===== src/design/adc_status_pkg.sv =====
// Purpose: shared constants for the converter status flag block
// Assumes: 8-bit registers on a 32-bit APB word, one word per register
// Notes:   byte address of a register is four times its index
package adc_status_pkg;
	localparam int REG_WIDTH                  = 8;
	localparam int REG_INDEX_CONTROL_ZERO     = 0;
	localparam int REG_INDEX_CONTROL_ONE      = 1;
	localparam int REG_INDEX_CONTROL_TWO      = 2;
	localparam int REG_INDEX_CONTROL_THREE    = 3;
	localparam int REG_INDEX_CONTROL_FOUR     = 4;
	localparam int REG_INDEX_SEQUENCE_START   = 5;
	localparam int REG_INDEX_STATUS_ZERO      = 6;
	localparam int REG_INDEX_COMPARE_ENABLE   = 8;
	localparam int REG_INDEX_COMPARE_DIRECT   = 9;
	localparam int REG_INDEX_IRQ_STATUS       = 10;
	localparam int REG_INDEX_IRQ_MASK         = 11;
	localparam int CONTROL_COUNT              = 5;
	localparam int BIT_SEQUENCE_FINISHED      = 7;
	localparam int BIT_TRIGGER_OVERRUN        = 5;
	localparam int BIT_RESULT_OVERRUN         = 4;
	localparam int COUNTER_LSB                = 0;
	localparam int COUNTER_WIDTH              = 4;
	localparam int BIT_TRIGGER_LEVEL_SELECT   = 0;
	localparam int BIT_FAST_FLAG_CLEAR        = 0;
	localparam int BIT_SCAN                   = 0;
	localparam int EVT_SEQUENCE_FINISHED      = 0;
	localparam int EVT_TRIGGER_OVERRUN        = 1;
	localparam int EVT_RESULT_OVERRUN         = 2;
	localparam int EVT_COUNT                  = 3;
	localparam logic [7:0] CONTROL_RESET      = 8'h00;
	localparam logic [7:0] MASK_RESET         = 8'h00;
	localparam logic [3:0] COUNTER_RESET      = 4'h0;
	typedef enum logic [0:0] {seq_idle, seq_running} seq_state_t;
endpackage


===== src/design/sticky_flags.sv =====
// Purpose: bank of sticky flags, set by hardware, cleared by request
// Assumes: set and clear are one-cycle qualified strobes
// Notes:   a set in the clear cycle survives
`timescale 1ns/1ps
`default_nettype none
module sticky_flags #(
	parameter int WIDTH = 3
) (
	input  wire logic             clk,
	input  wire logic             reset,
	input  wire logic [WIDTH-1:0] set,
	input  wire logic [WIDTH-1:0] clear,
	output logic      [WIDTH-1:0] flags
);
	if (WIDTH < 1) begin : g_check
		$error("sticky_flags needs WIDTH of at least 1");
	end

	always_ff @(posedge clk) begin
		if (reset) begin
			flags <= '0;
		end else begin
			// set is applied last so a coincident event is not lost
			flags <= (flags & ~clear) | set;
		end
	end
endmodule
`default_nettype wire


===== src/design/adc_sequence_status.sv =====
// Purpose: status flags and conversion counter of a converter sequencer
// Assumes: APB slave, 40 MHz clk, event inputs synchronous one-cycle pulses
// Notes:   zero wait states; read data is captured in the setup cycle
//
// Design decision made here: register access over APB.
`timescale 1ns/1ps
`default_nettype none
module adc_sequence_status
	import adc_status_pkg::*;
#(
	parameter int ADDR_WIDTH = 8
) (
	input  wire logic                  clk,
	input  wire logic                  reset,
	input  wire logic                  psel,
	input  wire logic                  penable,
	input  wire logic                  pwrite,
	input  wire logic [ADDR_WIDTH-1:0] paddr,
	input  wire logic [31:0]           pwdata,
	input  wire logic [3:0]            pstrb,
	output logic      [31:0]           prdata,
	output logic                       pready,
	output logic                       pslverr,
	input  wire logic                  sequence_done,
	input  wire logic                  trigger_edge,
	input  wire logic                  result_write,
	input  wire logic                  result_write_ccf_set,
	input  wire logic                  result_read,
	output logic                       sequence_start_pulse,
	output logic                       sequence_abort_pulse,
	output logic                       sequence_running,
	output logic                       scan_mode,
	output logic                       trigger_level_select,
	output logic                       fast_flag_clear_enable,
	output logic                       irq
);
	localparam int IW = ADDR_WIDTH - 2;

	if (ADDR_WIDTH < 6 || ADDR_WIDTH > 32) begin : g_check
		$error("ADDR_WIDTH must be 6..32 to reach every register");
	end

	logic [IW-1:0]            word_index;
	logic                     word_aligned;
	logic                     mapped;
	logic                     setup_phase;
	logic                     access_done;
	logic                     wr;
	logic [REG_WIDTH-1:0]     wbyte;
	logic [REG_WIDTH-1:0]     control_regs [CONTROL_COUNT];
	logic [REG_WIDTH-1:0]     compare_enable_register;
	logic [REG_WIDTH-1:0]     compare_direction_register;
	logic [REG_WIDTH-1:0]     sequence_start_control;
	logic [REG_WIDTH-1:0]     irq_mask;
	logic [EVT_COUNT-1:0]     irq_flags;
	logic [COUNTER_WIDTH-1:0] conversion_counter;
	logic [REG_WIDTH-1:0]     converter_status_zero;
	logic [REG_WIDTH-1:0]     read_byte;
	logic                     wr_control;
	logic                     wr_start;
	logic                     wr_status;
	logic                     wr_compare;
	logic                     wr_irq_status;
	logic                     wr_abort;
	logic                     sequence_finished_flag;
	logic                     trigger_overrun_flag;
	logic                     result_overrun_flag;
	logic [EVT_COUNT-1:0]     flag_set;
	logic [EVT_COUNT-1:0]     flag_clear;
	logic [EVT_COUNT-1:0]     status_flags;
	logic [EVT_COUNT-1:0]     irq_clear;
	seq_state_t               seq_state;
	seq_state_t               next_seq_state;

	// bus decode
	assign word_index   = paddr[ADDR_WIDTH-1:2];
	assign word_aligned = (paddr[1:0] == 2'b00);
	assign setup_phase  = psel && !penable;
	assign access_done  = psel && penable && pready;
	assign wbyte        = pwdata[REG_WIDTH-1:0];

	always_comb begin
		mapped = 1'b0;
		if (word_aligned) begin
			case (word_index)
				IW'(REG_INDEX_CONTROL_ZERO),
				IW'(REG_INDEX_CONTROL_ONE),
				IW'(REG_INDEX_CONTROL_TWO),
				IW'(REG_INDEX_CONTROL_THREE),
				IW'(REG_INDEX_CONTROL_FOUR),
				IW'(REG_INDEX_SEQUENCE_START),
				IW'(REG_INDEX_STATUS_ZERO),
				IW'(REG_INDEX_COMPARE_ENABLE),
				IW'(REG_INDEX_COMPARE_DIRECT),
				IW'(REG_INDEX_IRQ_STATUS),
				IW'(REG_INDEX_IRQ_MASK): begin
					mapped = 1'b1;
				end
				default: begin
					mapped = 1'b0;
				end
			endcase
		end
	end

	// a write lands only in the completing access cycle, low lane enabled
	assign wr = access_done && pwrite && mapped && pstrb[0];

	assign wr_control    = wr && (word_index <= IW'(REG_INDEX_CONTROL_FOUR));
	assign wr_start      = wr && (word_index == IW'(REG_INDEX_SEQUENCE_START));
	assign wr_status     = wr && (word_index == IW'(REG_INDEX_STATUS_ZERO));
	assign wr_irq_status = wr && (word_index == IW'(REG_INDEX_IRQ_STATUS));
	assign wr_compare    = wr && ((word_index == IW'(REG_INDEX_COMPARE_ENABLE))
		|| (word_index == IW'(REG_INDEX_COMPARE_DIRECT)));
	assign wr_abort      = wr_control || wr_compare;

	// answer: pready rises for the access cycle, so no wait states
	always_ff @(posedge clk) begin
		if (reset) begin
			pready  <= 1'b0;
			pslverr <= 1'b0;
		end else begin
			pready  <= setup_phase;
			pslverr <= setup_phase && !mapped;
		end
	end

	always_ff @(posedge clk) begin
		if (reset) begin
			prdata <= '0;
		end else if (setup_phase && !pwrite && mapped) begin
			prdata <= {{(32 - REG_WIDTH){1'b0}}, read_byte};
		end else begin
			prdata <= '0;
		end
	end

	// status word: flags and counter side by side
	always_comb begin
		converter_status_zero = '0;
		converter_status_zero[BIT_SEQUENCE_FINISHED] = sequence_finished_flag;
		converter_status_zero[BIT_TRIGGER_OVERRUN]   = trigger_overrun_flag;
		converter_status_zero[BIT_RESULT_OVERRUN]    = result_overrun_flag;
		converter_status_zero[COUNTER_LSB +: COUNTER_WIDTH] = conversion_counter;
	end

	always_comb begin
		read_byte = '0;
		case (word_index)
			IW'(REG_INDEX_CONTROL_ZERO):   read_byte = control_regs[0];
			IW'(REG_INDEX_CONTROL_ONE):    read_byte = control_regs[1];
			IW'(REG_INDEX_CONTROL_TWO):    read_byte = control_regs[2];
			IW'(REG_INDEX_CONTROL_THREE):  read_byte = control_regs[3];
			IW'(REG_INDEX_CONTROL_FOUR):   read_byte = control_regs[4];
			IW'(REG_INDEX_SEQUENCE_START): read_byte = sequence_start_control;
			IW'(REG_INDEX_STATUS_ZERO):    read_byte = converter_status_zero;
			IW'(REG_INDEX_COMPARE_ENABLE): read_byte = compare_enable_register;
			IW'(REG_INDEX_COMPARE_DIRECT): read_byte = compare_direction_register;
			IW'(REG_INDEX_IRQ_STATUS): begin
				read_byte[EVT_COUNT-1:0] = irq_flags;
			end
			IW'(REG_INDEX_IRQ_MASK):       read_byte = irq_mask;
			default:                       read_byte = '0;
		endcase
	end

	// control storage; only control_regs 1 and 2 steer modes (trigger level select, fast flag clear)
	always_ff @(posedge clk) begin
		if (reset) begin
			for (int i = 0; i < CONTROL_COUNT; i++) begin
				control_regs[i] <= CONTROL_RESET;
			end
		end else if (wr_control) begin
			for (int i = 0; i < CONTROL_COUNT; i++) begin
				if (word_index == IW'(i)) begin
					control_regs[i] <= wbyte;
				end
			end
		end
	end

	always_ff @(posedge clk) begin
		if (reset) begin
			compare_enable_register    <= CONTROL_RESET;
			compare_direction_register <= CONTROL_RESET;
		end else if (wr_compare) begin
			if (word_index == IW'(REG_INDEX_COMPARE_ENABLE)) begin
				compare_enable_register <= wbyte;
			end else begin
				compare_direction_register <= wbyte;
			end
		end
	end

	always_ff @(posedge clk) begin
		if (reset) begin
			sequence_start_control <= CONTROL_RESET;
		end else if (wr_start) begin
			sequence_start_control <= wbyte;
		end
	end

	always_ff @(posedge clk) begin
		if (reset) begin
			irq_mask <= MASK_RESET;
		end else if (wr && word_index == IW'(REG_INDEX_IRQ_MASK)) begin
			irq_mask <= wbyte;
		end
	end

	// registered copies of the mode bits for the conversion engine
	always_ff @(posedge clk) begin
		if (reset) begin
			scan_mode              <= 1'b0;
			trigger_level_select   <= 1'b0;
			fast_flag_clear_enable <= 1'b0;
		end else begin
			scan_mode              <= sequence_start_control[BIT_SCAN];
			trigger_level_select   <= control_regs[1][BIT_TRIGGER_LEVEL_SELECT];
			fast_flag_clear_enable <= control_regs[2][BIT_FAST_FLAG_CLEAR];
		end
	end

	always_ff @(posedge clk) begin
		if (reset) begin
			sequence_start_pulse <= 1'b0;
			sequence_abort_pulse <= 1'b0;
		end else begin
			sequence_start_pulse <= wr_start;
			sequence_abort_pulse <= wr_abort;
		end
	end

	// sequence tracker; an idle trigger edge starts a sequence
	always_comb begin
		next_seq_state = seq_state;
		case (seq_state)
			seq_idle: begin
				if (wr_start || trigger_edge) begin
					next_seq_state = seq_running;
				end
			end
			seq_running: begin
				if (wr_abort) begin
					next_seq_state = seq_idle;
				end else if (wr_start) begin
					next_seq_state = seq_running;
				end else if (sequence_done && !scan_mode) begin
					next_seq_state = seq_idle;
				end
			end
			default: begin
				next_seq_state = seq_idle;
			end
		endcase
	end

	always_ff @(posedge clk) begin
		if (reset) begin
			seq_state        <= seq_idle;
			sequence_running <= 1'b0;
		end else begin
			seq_state        <= next_seq_state;
			sequence_running <= (next_seq_state == seq_running);
		end
	end

	// counts results within a sequence; restarts on start or abort
	always_ff @(posedge clk) begin
		if (reset) begin
			conversion_counter <= COUNTER_RESET;
		end else if (wr_start || wr_abort) begin
			conversion_counter <= COUNTER_RESET;
		end else if (result_write) begin
			conversion_counter <= conversion_counter + COUNTER_WIDTH'(1);
		end
	end

	// flag events
	always_comb begin
		flag_set = '0;
		// every completion sets, so scan mode re-flags each pass
		flag_set[EVT_SEQUENCE_FINISHED] = sequence_done;
		flag_set[EVT_TRIGGER_OVERRUN]   = trigger_edge && (seq_state == seq_running)
			&& !trigger_level_select;
		flag_set[EVT_RESULT_OVERRUN]    = result_write && result_write_ccf_set;
	end

	// clears: in a status write only ones act, zeros leave a flag alone; start, abort and fast clear act regardless of data
	always_comb begin
		flag_clear = '0;
		if (wr_status) begin
			flag_clear[EVT_SEQUENCE_FINISHED] = wbyte[BIT_SEQUENCE_FINISHED];
			flag_clear[EVT_TRIGGER_OVERRUN]   = wbyte[BIT_TRIGGER_OVERRUN];
			flag_clear[EVT_RESULT_OVERRUN]    = wbyte[BIT_RESULT_OVERRUN];
		end
		if (wr_start) begin
			flag_clear = '1;
		end
		if (wr_abort) begin
			flag_clear[EVT_TRIGGER_OVERRUN] = 1'b1;
			flag_clear[EVT_RESULT_OVERRUN]  = 1'b1;
		end
		if (fast_flag_clear_enable && result_read) begin
			flag_clear[EVT_SEQUENCE_FINISHED] = 1'b1;
		end
	end

	sticky_flags #(
		.WIDTH (EVT_COUNT)
	) u_status_flags (
		.clk   (clk),
		.reset (reset),
		.set   (flag_set),
		.clear (flag_clear),
		.flags (status_flags)
	);

	assign sequence_finished_flag = status_flags[EVT_SEQUENCE_FINISHED];
	assign trigger_overrun_flag   = status_flags[EVT_TRIGGER_OVERRUN];
	assign result_overrun_flag    = status_flags[EVT_RESULT_OVERRUN];

	// interrupt bank keeps its own copy so status clears do not lose irqs
	assign irq_clear = wr_irq_status ? wbyte[EVT_COUNT-1:0] : '0;

	sticky_flags #(
		.WIDTH (EVT_COUNT)
	) u_irq_flags (
		.clk   (clk),
		.reset (reset),
		.set   (flag_set),
		.clear (irq_clear),
		.flags (irq_flags)
	);

	always_ff @(posedge clk) begin
		if (reset) begin
			irq <= 1'b0;
		end else begin
			irq <= |(irq_flags & irq_mask[EVT_COUNT-1:0]);
		end
	end
endmodule
`default_nettype wire


===== config.mk =====
export PLATFORM = sky130hd
export DESIGN_NAME = adc_sequence_status
export DESIGN_NICKNAME = d
export VERILOG_FILES = /design/src/design/adc_status_pkg.sv /design/src/design/sticky_flags.sv /design/src/design/adc_sequence_status.sv
export SDC_FILE = /design/constraint.sdc
export NUM_CORES = 1
export LEC_CHECK = 0
export ABC_AREA = 1
export BUFFER_PORTS_ARGS = -buffer_cell sky130_fd_sc_hd__buf_2
export CORE_UTILIZATION = 59
export CTS_CLUSTER_SIZE = 25
export DETAILED_ROUTE_END_ITERATION = 7
export PLACE_DENSITY = 0.88
export SLEW_MARGIN = 40
export SYNTH_ARGS = -nofsm -noshare
export SYNTH_HDL_FRONTEND = slang
export SYNTH_SLANG_ARGS = --single-unit
export TNS_END_PERCENT = 20

===== constraint.sdc =====
create_clock -name clk -period 5.15 [get_ports clk]
set_clock_uncertainty 0.05 [all_clocks]
set_input_delay 1.03 -clock clk [delete_from_list [all_inputs] [get_ports clk]]
set_output_delay 1.03 -clock clk [all_outputs]
set_load 0.01 [all_outputs]

After elaboration in Yosys (flattened, before gate mapping):

Memory sizes are Yosys's and may differ from the RTL's.
Cells that the tools add are included.

* flip-flop bits (word level): 83
* memory bits (writable): 40
* bits in read-only memories: 16
* input port bits: 54
* output and inout bits: 41
* word-level logic and storage cells: 125
* memories: 2

* add/subtract/negate cells: 1
* order comparisons: 1
* eq/ne operators: 10
* multiplexer cells: 41
* bitwise logic cells: 15
* reduce and logical (&&, ||, !) cells: 37

Memories
* control_regs: depth 5, bits a word 8, rd ports 5, clocked after Yosys merged registers in 0, wr ports 5, line adc_sequence_status.sv:50 `logic [REG_WIDTH-1:0] control_regs [CONTROL_COUNT];`
* (no name shown): depth 16, bits a word 1, rd ports 1, clocked after Yosys merged registers in 0, wr ports 0, line adc_sequence_status.sv:85 `case (word_index)`

Operator list (number)
* one-hot mux 5 bit (10 select lines): 1
* two-way mux 8 bit: 5
* one-hot mux 3 bit (11 select lines): 1
* two-way mux 1 bit: 29
* equality test 6 x 4 -> 1 bit, second input constant: 4
* logical AND 1 bit: 20
* equality test 6 x 3 -> 1 bit, second input constant: 3
* equality test 6 x 2 -> 1 bit, second input constant: 2
* AND 3 bit: 3
* two-way mux 3 bit: 3
* equality test 6 x 1 -> 1 bit, second input constant: 1
* less-or-equal comparator 6 x 3 -> 1 bit, second input constant: 1
* logical NOT 6 bit: 1
* NOT 3 bit: 2
* bitwise OR 3 bit: 2
* logical NOT 1 bit: 5
* bitwise OR 1 bit: 5
* adder 4 x 1 -> 4 bit, second input constant: 1
* logical NOT 2 bit: 2
* logical OR 1 bit: 4
* AND reduction 2 bit: 2
* OR reduction 2 bit: 2
* NOT 1 bit: 3
* OR reduction 3 bit: 1
* other kinds (2): 2

Depth between registers and ports, before layout:

Gate-level depths: netlist (run 1).

* depth in word-level cells: 12
* depth in mapped cells: 11
* depth with buffers taken out: 11

Modules after synthesis:

From an unflattened synthesis (run 1), not the netlist that was laid out.

* cells, all modules: 544
* area, all modules: 4451.8 µm²

By module, submodules not included
* adc_sequence_status: times used 1, cells each 514, area an instance 4234.1 µm², sequential area each 2262.2 µm²
* sticky_flags: times used 2, cells each 15, area an instance 108.9 µm², sequential area each 60.1 µm²

Worst setup path after synthesis (run 1):

OpenSTA, ideal clock, no wires.

* path type: input to register
* start: in paddr[7]
* end: mem control_regs[0][0], enable pin
* setup time: 384 ps
* arrival time: 2316 ps
* data required time: 4716 ps
* setup slack: 2400 ps
* stages on the path: 5
* path buffers: 0
* path through: nor2_4 > nand2_2 > nor2_2 > inv_1 > o21ai_0

RTL lines
* from (decl): line adc_sequence_status.sv:18 `input wire logic [ADDR_WIDTH-1:0] paddr,`
* to (decl): line adc_sequence_status.sv:50

==> out/qor.yml, run 1 <==
status: "finished, final reports clean"
via_per_inst: 5.368
grt_max_degree: 40
worst_pin_slew_ps: 842.8
layout.nets: 627
critPathLaunch: "paddr[6]"
initial_utilization_pct: 61.24
routed_wl_um: 10020
fin_crit_ps: 2632
arrival_ps: 2610
cts_resized: 0
grt_pass1_wl_um: 15880
fin_cells: 676
slew_headroom_pct: 43.51
die_y_um: 89
fp.dieW_um: 89
port_buffers: 43
area_growth_syn_to_layout_pct: 8.882
num_vias: 3629
grt_remaining_overflow: 0
rrSetupSlack_ps: 3020
synth_compound_gate_area_share_pct: 9.526
critPathMaxFanout: 13
setup_viol: 0
p_seq_share_pct: 59.1
grt_usage_pct: 27.77
syn_area_sq_um: 4466
r2r_cells: 6
wire_per_inst_um: 14.82
synth_warnings: 0
netlist.area_leader.share_pct: 26.90
yosys-top-cells-area: "edfxtp_1 27%, dfxtp_1 26%, nand2_1 13%"
maxCapViolCount: 0
drc_errors: 0
power.density_nw_per_um2: 290.9
dp_cells: 660
yosysUniqueCellTypes: 37
antenna_found_initial: 0
cts_buffers: 9
ys_ff_latch: 99
fmaxAchievable_mhz: 379.9
endpoint: "control_regs[0][37]"
end_kind: "register"
routabilityCongestion: 0.9263
ant_nets: 0
r2r-start: "pready"
cp-start-kind: "primary input"
holdWs_ps: 427.6
dp.final_hpwl_um: 6912
cts_buffer_depth: 2
cp.required_ps: 5130
r2r_end: "control_regs[0][37]"
avgSynthCellArea_sq_um: 8.490
hold_buffers: 0
cts_tree: "yes"
drt-initial-drc-count: 426
fp-row-count: 31
fillerInstances: 578
clkPwrFrac_pct: 35.0
peakVddDrop_mv: 0.2262
p_switching_uw: 371.6
numClockSinks: 99
clkTransAtPathRegs_ps: 100
timing.final.max_slew_violations: 0
grt_pass1_vias: 3339
rsz0062_at_grt: "no"
share_comb_of_total_power_pct: 5.9
layout_common_cells: "157 x nand2_1, 59 x dfxtp_1, 51 x inv_1"
insertion_delay_ps: 390
timing.final.crit_share_pct: 51.11
setup_tns_ps: 0
crit_type: "primary input to register"
firstDrtPassIters: 6
htreeDepth: 3
syn_inst: 526
hp-class: "register to register"
yosys.area_share.simple_pct: 26.09
power_leakage_nw: 2.358
die-area_sq_um: 7921
drive_gt1_share_pct: 17.50
synth_top_family_by_area: "simple AND/OR/NAND/NOR gates"
root_buffer: "clkbuf_8"
p_int_mw: 1.043
yosysTopAreaCell: "edfxtp_1"
cts_setup_buffers: 0
final_common_cell: "nand2_1"
diodes: 0
utilization_pct: 66.68
muxShareOfSynthArea_pct: 0
ys_seq_area_share_pct: 53.35
io_pins: 95
synth-adder-area-share_pct: 0.2802
synth_xor_area_share_pct: 0.3923
switching_share_pct: 26.27
fp.coreArea_sq_um: 7292
hold_viol: 0
## power by group through the flow
| stage | registers, mW | logic [mW] | clock network, mW |
|---|---|---|---|
| after floorplan | 0.852 | 0.0639 | 0 |
| after global placement | 0.852 | 0.0798 | 0 |
| after detailed placement | 0.853 | 0.0825 | 0 |
| after CTS | 0.836 | 0.0828 | 0.493 |
| after global routing | 0.837 | 0.0940 | 0.529 |
| final | 0.836 | 0.0838 | 0.495 |
## cells by family after synthesis
logic type,after synthesis
simple gates,253
flops,99
buf+inv,91
compound gates,79
xor+xnor,2
fa+ha+maj,1
other cells,1
## critical path, cell delays in order
cell and delay (ps):
buf_2 120, inv_2 50, nand2_2 70, nor2_2 200
nand3_4 290, nor2_2 310, nand2_1 140, nand2_1 390
## per-layer routing
metal,global-route usage (%),vias to the layer above,routed length [um]
met1,35.87,1650,3904
met2,45.03,211,4660
met4,14.00,0,426
met5,0,-,0
li1,-,1727,-
met3,5.263,41,1024
## area by class of cell
cell class / instances / area (sq um) / share of cell area [%]
clock buffers: 9 / 123.9 / 2.548
well taps: 99 / 123.9 / 2.548
flip-flops and latches: 99 / 2382 / 49.00
repair buffers: 45 / 230.2 / 4.735
inverters: 58 / 217.7 / 4.478
multi-input cells: 359 / 1710 / 35.18
clock inverters: 7 / 73.82 / 1.518
## sequential cells by signal, indices dropped and copies added, names as in the netlist, 3 cells and up
signal                      cells
compare_direction_register      8
compare_enable_register         8
control_regs                   40
conversion_counter              4
irq_mask                        8
prdata                          8
sequence_start_control          8
u_irq_flags.flags               3
u_status_flags.flags            3
## cell usage after synthesis
library cell and count:
nand2_1 157, dfxtp_1 59, inv_1 51, nor2_1 41, edfxtp_1 40, a21oi_1 33, o21ai_0 29, buf_4 25
nand3_1 22, nor2_2 7, inv_2 6, nor2_4 6, nand2_2 5, o21ai_1 5, o21ai_2 4, o22ai_1 4
buf_6 3, nor2_8 3, buf_1 2, clkbuf_1 2, nand2_4 2, nand3_2 2, nor3_1 2, nor3_2 2
or2_2 2, a21boi_0 1, a21boi_1 1, a22oi_1 1, buf_2 1, clkinv_1 1, conb_1 1, ha_1 1
nand3_4 1, nand4_1 1, o21bai_1 1, xnor2_1 1, xor2_1 1
## stage by stage
| step | worst slack [ps] | power [mW] | area, sq um |
|---|---|---|---|
| floorplan | 2400 | 0.9158 | 4552 |
| global placement | 2273 | 0.9321 | 4664 |
| detailed placement | 2130 | 0.9360 | 4664 |
| CTS | 2518 | 1.411 | 4862 |
| global route | 2426 | 1.460 | 4862 |
| finish | 2518 | 1.415 | 4862 |
## worst min-delay path by stage
| stage | from | to | slack (ps) | cells after the start |
|---|---|---|---|---|
| global route | sequence_start_control[5] | sequence_start_control[5] | 450 | 2 |
| finish | sequence_start_control[5] | sequence_start_control[5] | 430 | 2 |
| detailed placement | sequence_start_control[6] | sequence_start_control[6] | 400 | 2 |
| CTS | sequence_start_control[6] | sequence_start_control[6] | 420 | 2 |
| global placement | sequence_start_control[3] | sequence_start_control[3] | 390 | 2 |
| floorplan | sequence_start_control[0] | scan_mode | 380 | 2 |
Power figures use the tool's default switching activity.
==> run 2, diff against run 1 <==
CORE_UTILIZATION = 49   (was 59)
PLACE_DENSITY = 0.79   (was 0.88)
clock period = 2.4 ns   (was 5.15 ns; I/O delays follow)
==> run 2 against run 1 <==
First-iteration DRC count shrank 36%. Worst setup slack lost 1900 ps. Sequential cell count is the same. Cell area grew 1.7%. Largest power group unchanged. Clock power grew 120%. Non-clock buffer count grew 8. Hold slack lost 120 ps. Critical endpoint is now control_regs[0][13]. Cell count grew 2.5%.
==> out/qor.yml, run 2 (same netlist as run 1, synthesis figures left out) <==
timing.final.crit_share_pct: 75.96
timing.final.max_slew_violations: 0
rsz0062_at_grt: "no"
firstDrtPassIters: 5
maxCapViolCount: 0
hp-class: "primary input to register"
end_kind: "register"
hold_buffers: 0
diodes: 0
hp-start: "sequence_done"
r2r_end: "control_regs[0][13]"
min_path_cells: 3
drc_errors: 0
antenna_found_initial: 0
drt-initial-drc-count: 273
grt_max_degree: 29
htreeDepth: 3
place_worst_setup_slack_ps: 257.8
wire_per_inst_um: 14.46
cp.required_ps: 2370
cts_setup_buffers: 0
insertion_delay_ps: 380
ant_nets: 0
status: "finished, final reports clean"
layout.nets: 635
cp-start-kind: "primary input"
io_pins: 95
die-area_sq_um: 9499
root_buffer: "clkbuf_8"
die_y_um: 97.47
rrSetupSlack_ps: 650
area_growth_syn_to_layout_pct: 10.73
worst_slack_ps: 576.9
crit_type: "primary input to register"
dp.final_hpwl_um: 7271
critPathMaxFanout: 8
layout_common_cells: "157 x nand2_1, 59 x dfxtp_1, 51 x inv_1"
clkTransAtPathRegs_ps: 90
place_area_sq_um: 4736
port_buffers: 43
setup_viol: 0
drive_gt1_share_pct: 18.29
numClockSinks: 99
grt_remaining_overflow: 0
grt_usage_pct: 21.70
fp.dieW_um: 97.47
holdWs_ps: 307.7
power.density_nw_per_um2: 621.4
num_vias: 3575
hold_viol: 0
design_area_sq_um: 4945
power_leakage_nw: 2.400
arrival_ps: 1790
holdPathEnd: "u_irq_flags.flags[0]"
routed_wl_um: 10020
grt_pass1_wl_um: 15840
fp-row-count: 34
final_common_cell: "nand2_1"
cts_buffer_depth: 2
regMostFlops: "control_regs"
setup_tns_ps: 0
largest_reg_flops: 40
r2r_cells: 6
grt_pass1_vias: 3202
fmaxAchievable_mhz: 548.5
fin_crit_ps: 1823
cts_buffers: 9
routabilityCongestion: 0.9159
via_per_inst: 5.159
cts_tree: "yes"
cts_resized: 0
r2r-start: "pready"
peakVddDrop_mv: 0.3616
initial_utilization_pct: 50.96
fp.coreArea_sq_um: 8763
run 2: cell count changes in the layout (fill, tap and decap cells not counted), sizes merged:
| cell | delta |
|---|---|
| inv | -4 |
| buf | +8 |
| clkbuf | +4 |
| clkinv | -1 |
| clkinvlp | +1 |
run 2: cell type report:
class	count	area [sq um]
repair buffers	53	290.3
fillers	787	3819
well taps	108	135.1
clock inverters	3	27.53
inverters	58	217.7
clock buffers	13	181.4
flip-flops and latches	99	2382
multi-input cells	359	1710
run 2: power breakdown:
part | switching [mW] | internal [mW]
Sequential | 0.0157 | 1.78
Clock | 0.586 | 0.514
Combinational | 0.130 | 0.0513
run 2: worst max-delay path: stages:
cell and delay, ps:
buf_2 130, nor2_4 230, nand2_2 150, nor2_2 320, nand2_1 90, nand2_1 380
run 2: worst max path at each step:
stage / end / start / cells past startpoint
finish: control_regs[0][13] / paddr[7] / 6
global placement: control_regs[0][15] / paddr[7] / 6
detailed placement: control_regs[0][11] / paddr[7] / 6
floorplan: control_regs[0][0] / paddr[7] / 5
CTS: control_regs[0][37] / pready / 6
global route: control_regs[0][36] / pready / 6
run 2: routing by layer:
| layer | GRT usage, % | vias to the layer above | part of all wire (%) |
|---|---|---|---|
| met4 | 11.65 | 0 | 3.9 |
| met3 | 4.460 | 30 | 7.1 |
| li1 | - | 1738 | - |
| met5 | 0 | - | 0 |
| met1 | 27.59 | 1652 | 42 |
| met2 | 34.75 | 155 | 47 |
run 2: stage by stage:
step | total power [mW] | util [%] | instances
floorplan | 1.965 | - | 549
global placement | 2.005 | 54.04 | 677
detailed placement | 2.009 | 54.04 | 677
CTS | 3.074 | 56.42 | 693
global route | 3.180 | 56.42 | 693
finish | 3.073 | 56.42 | 693
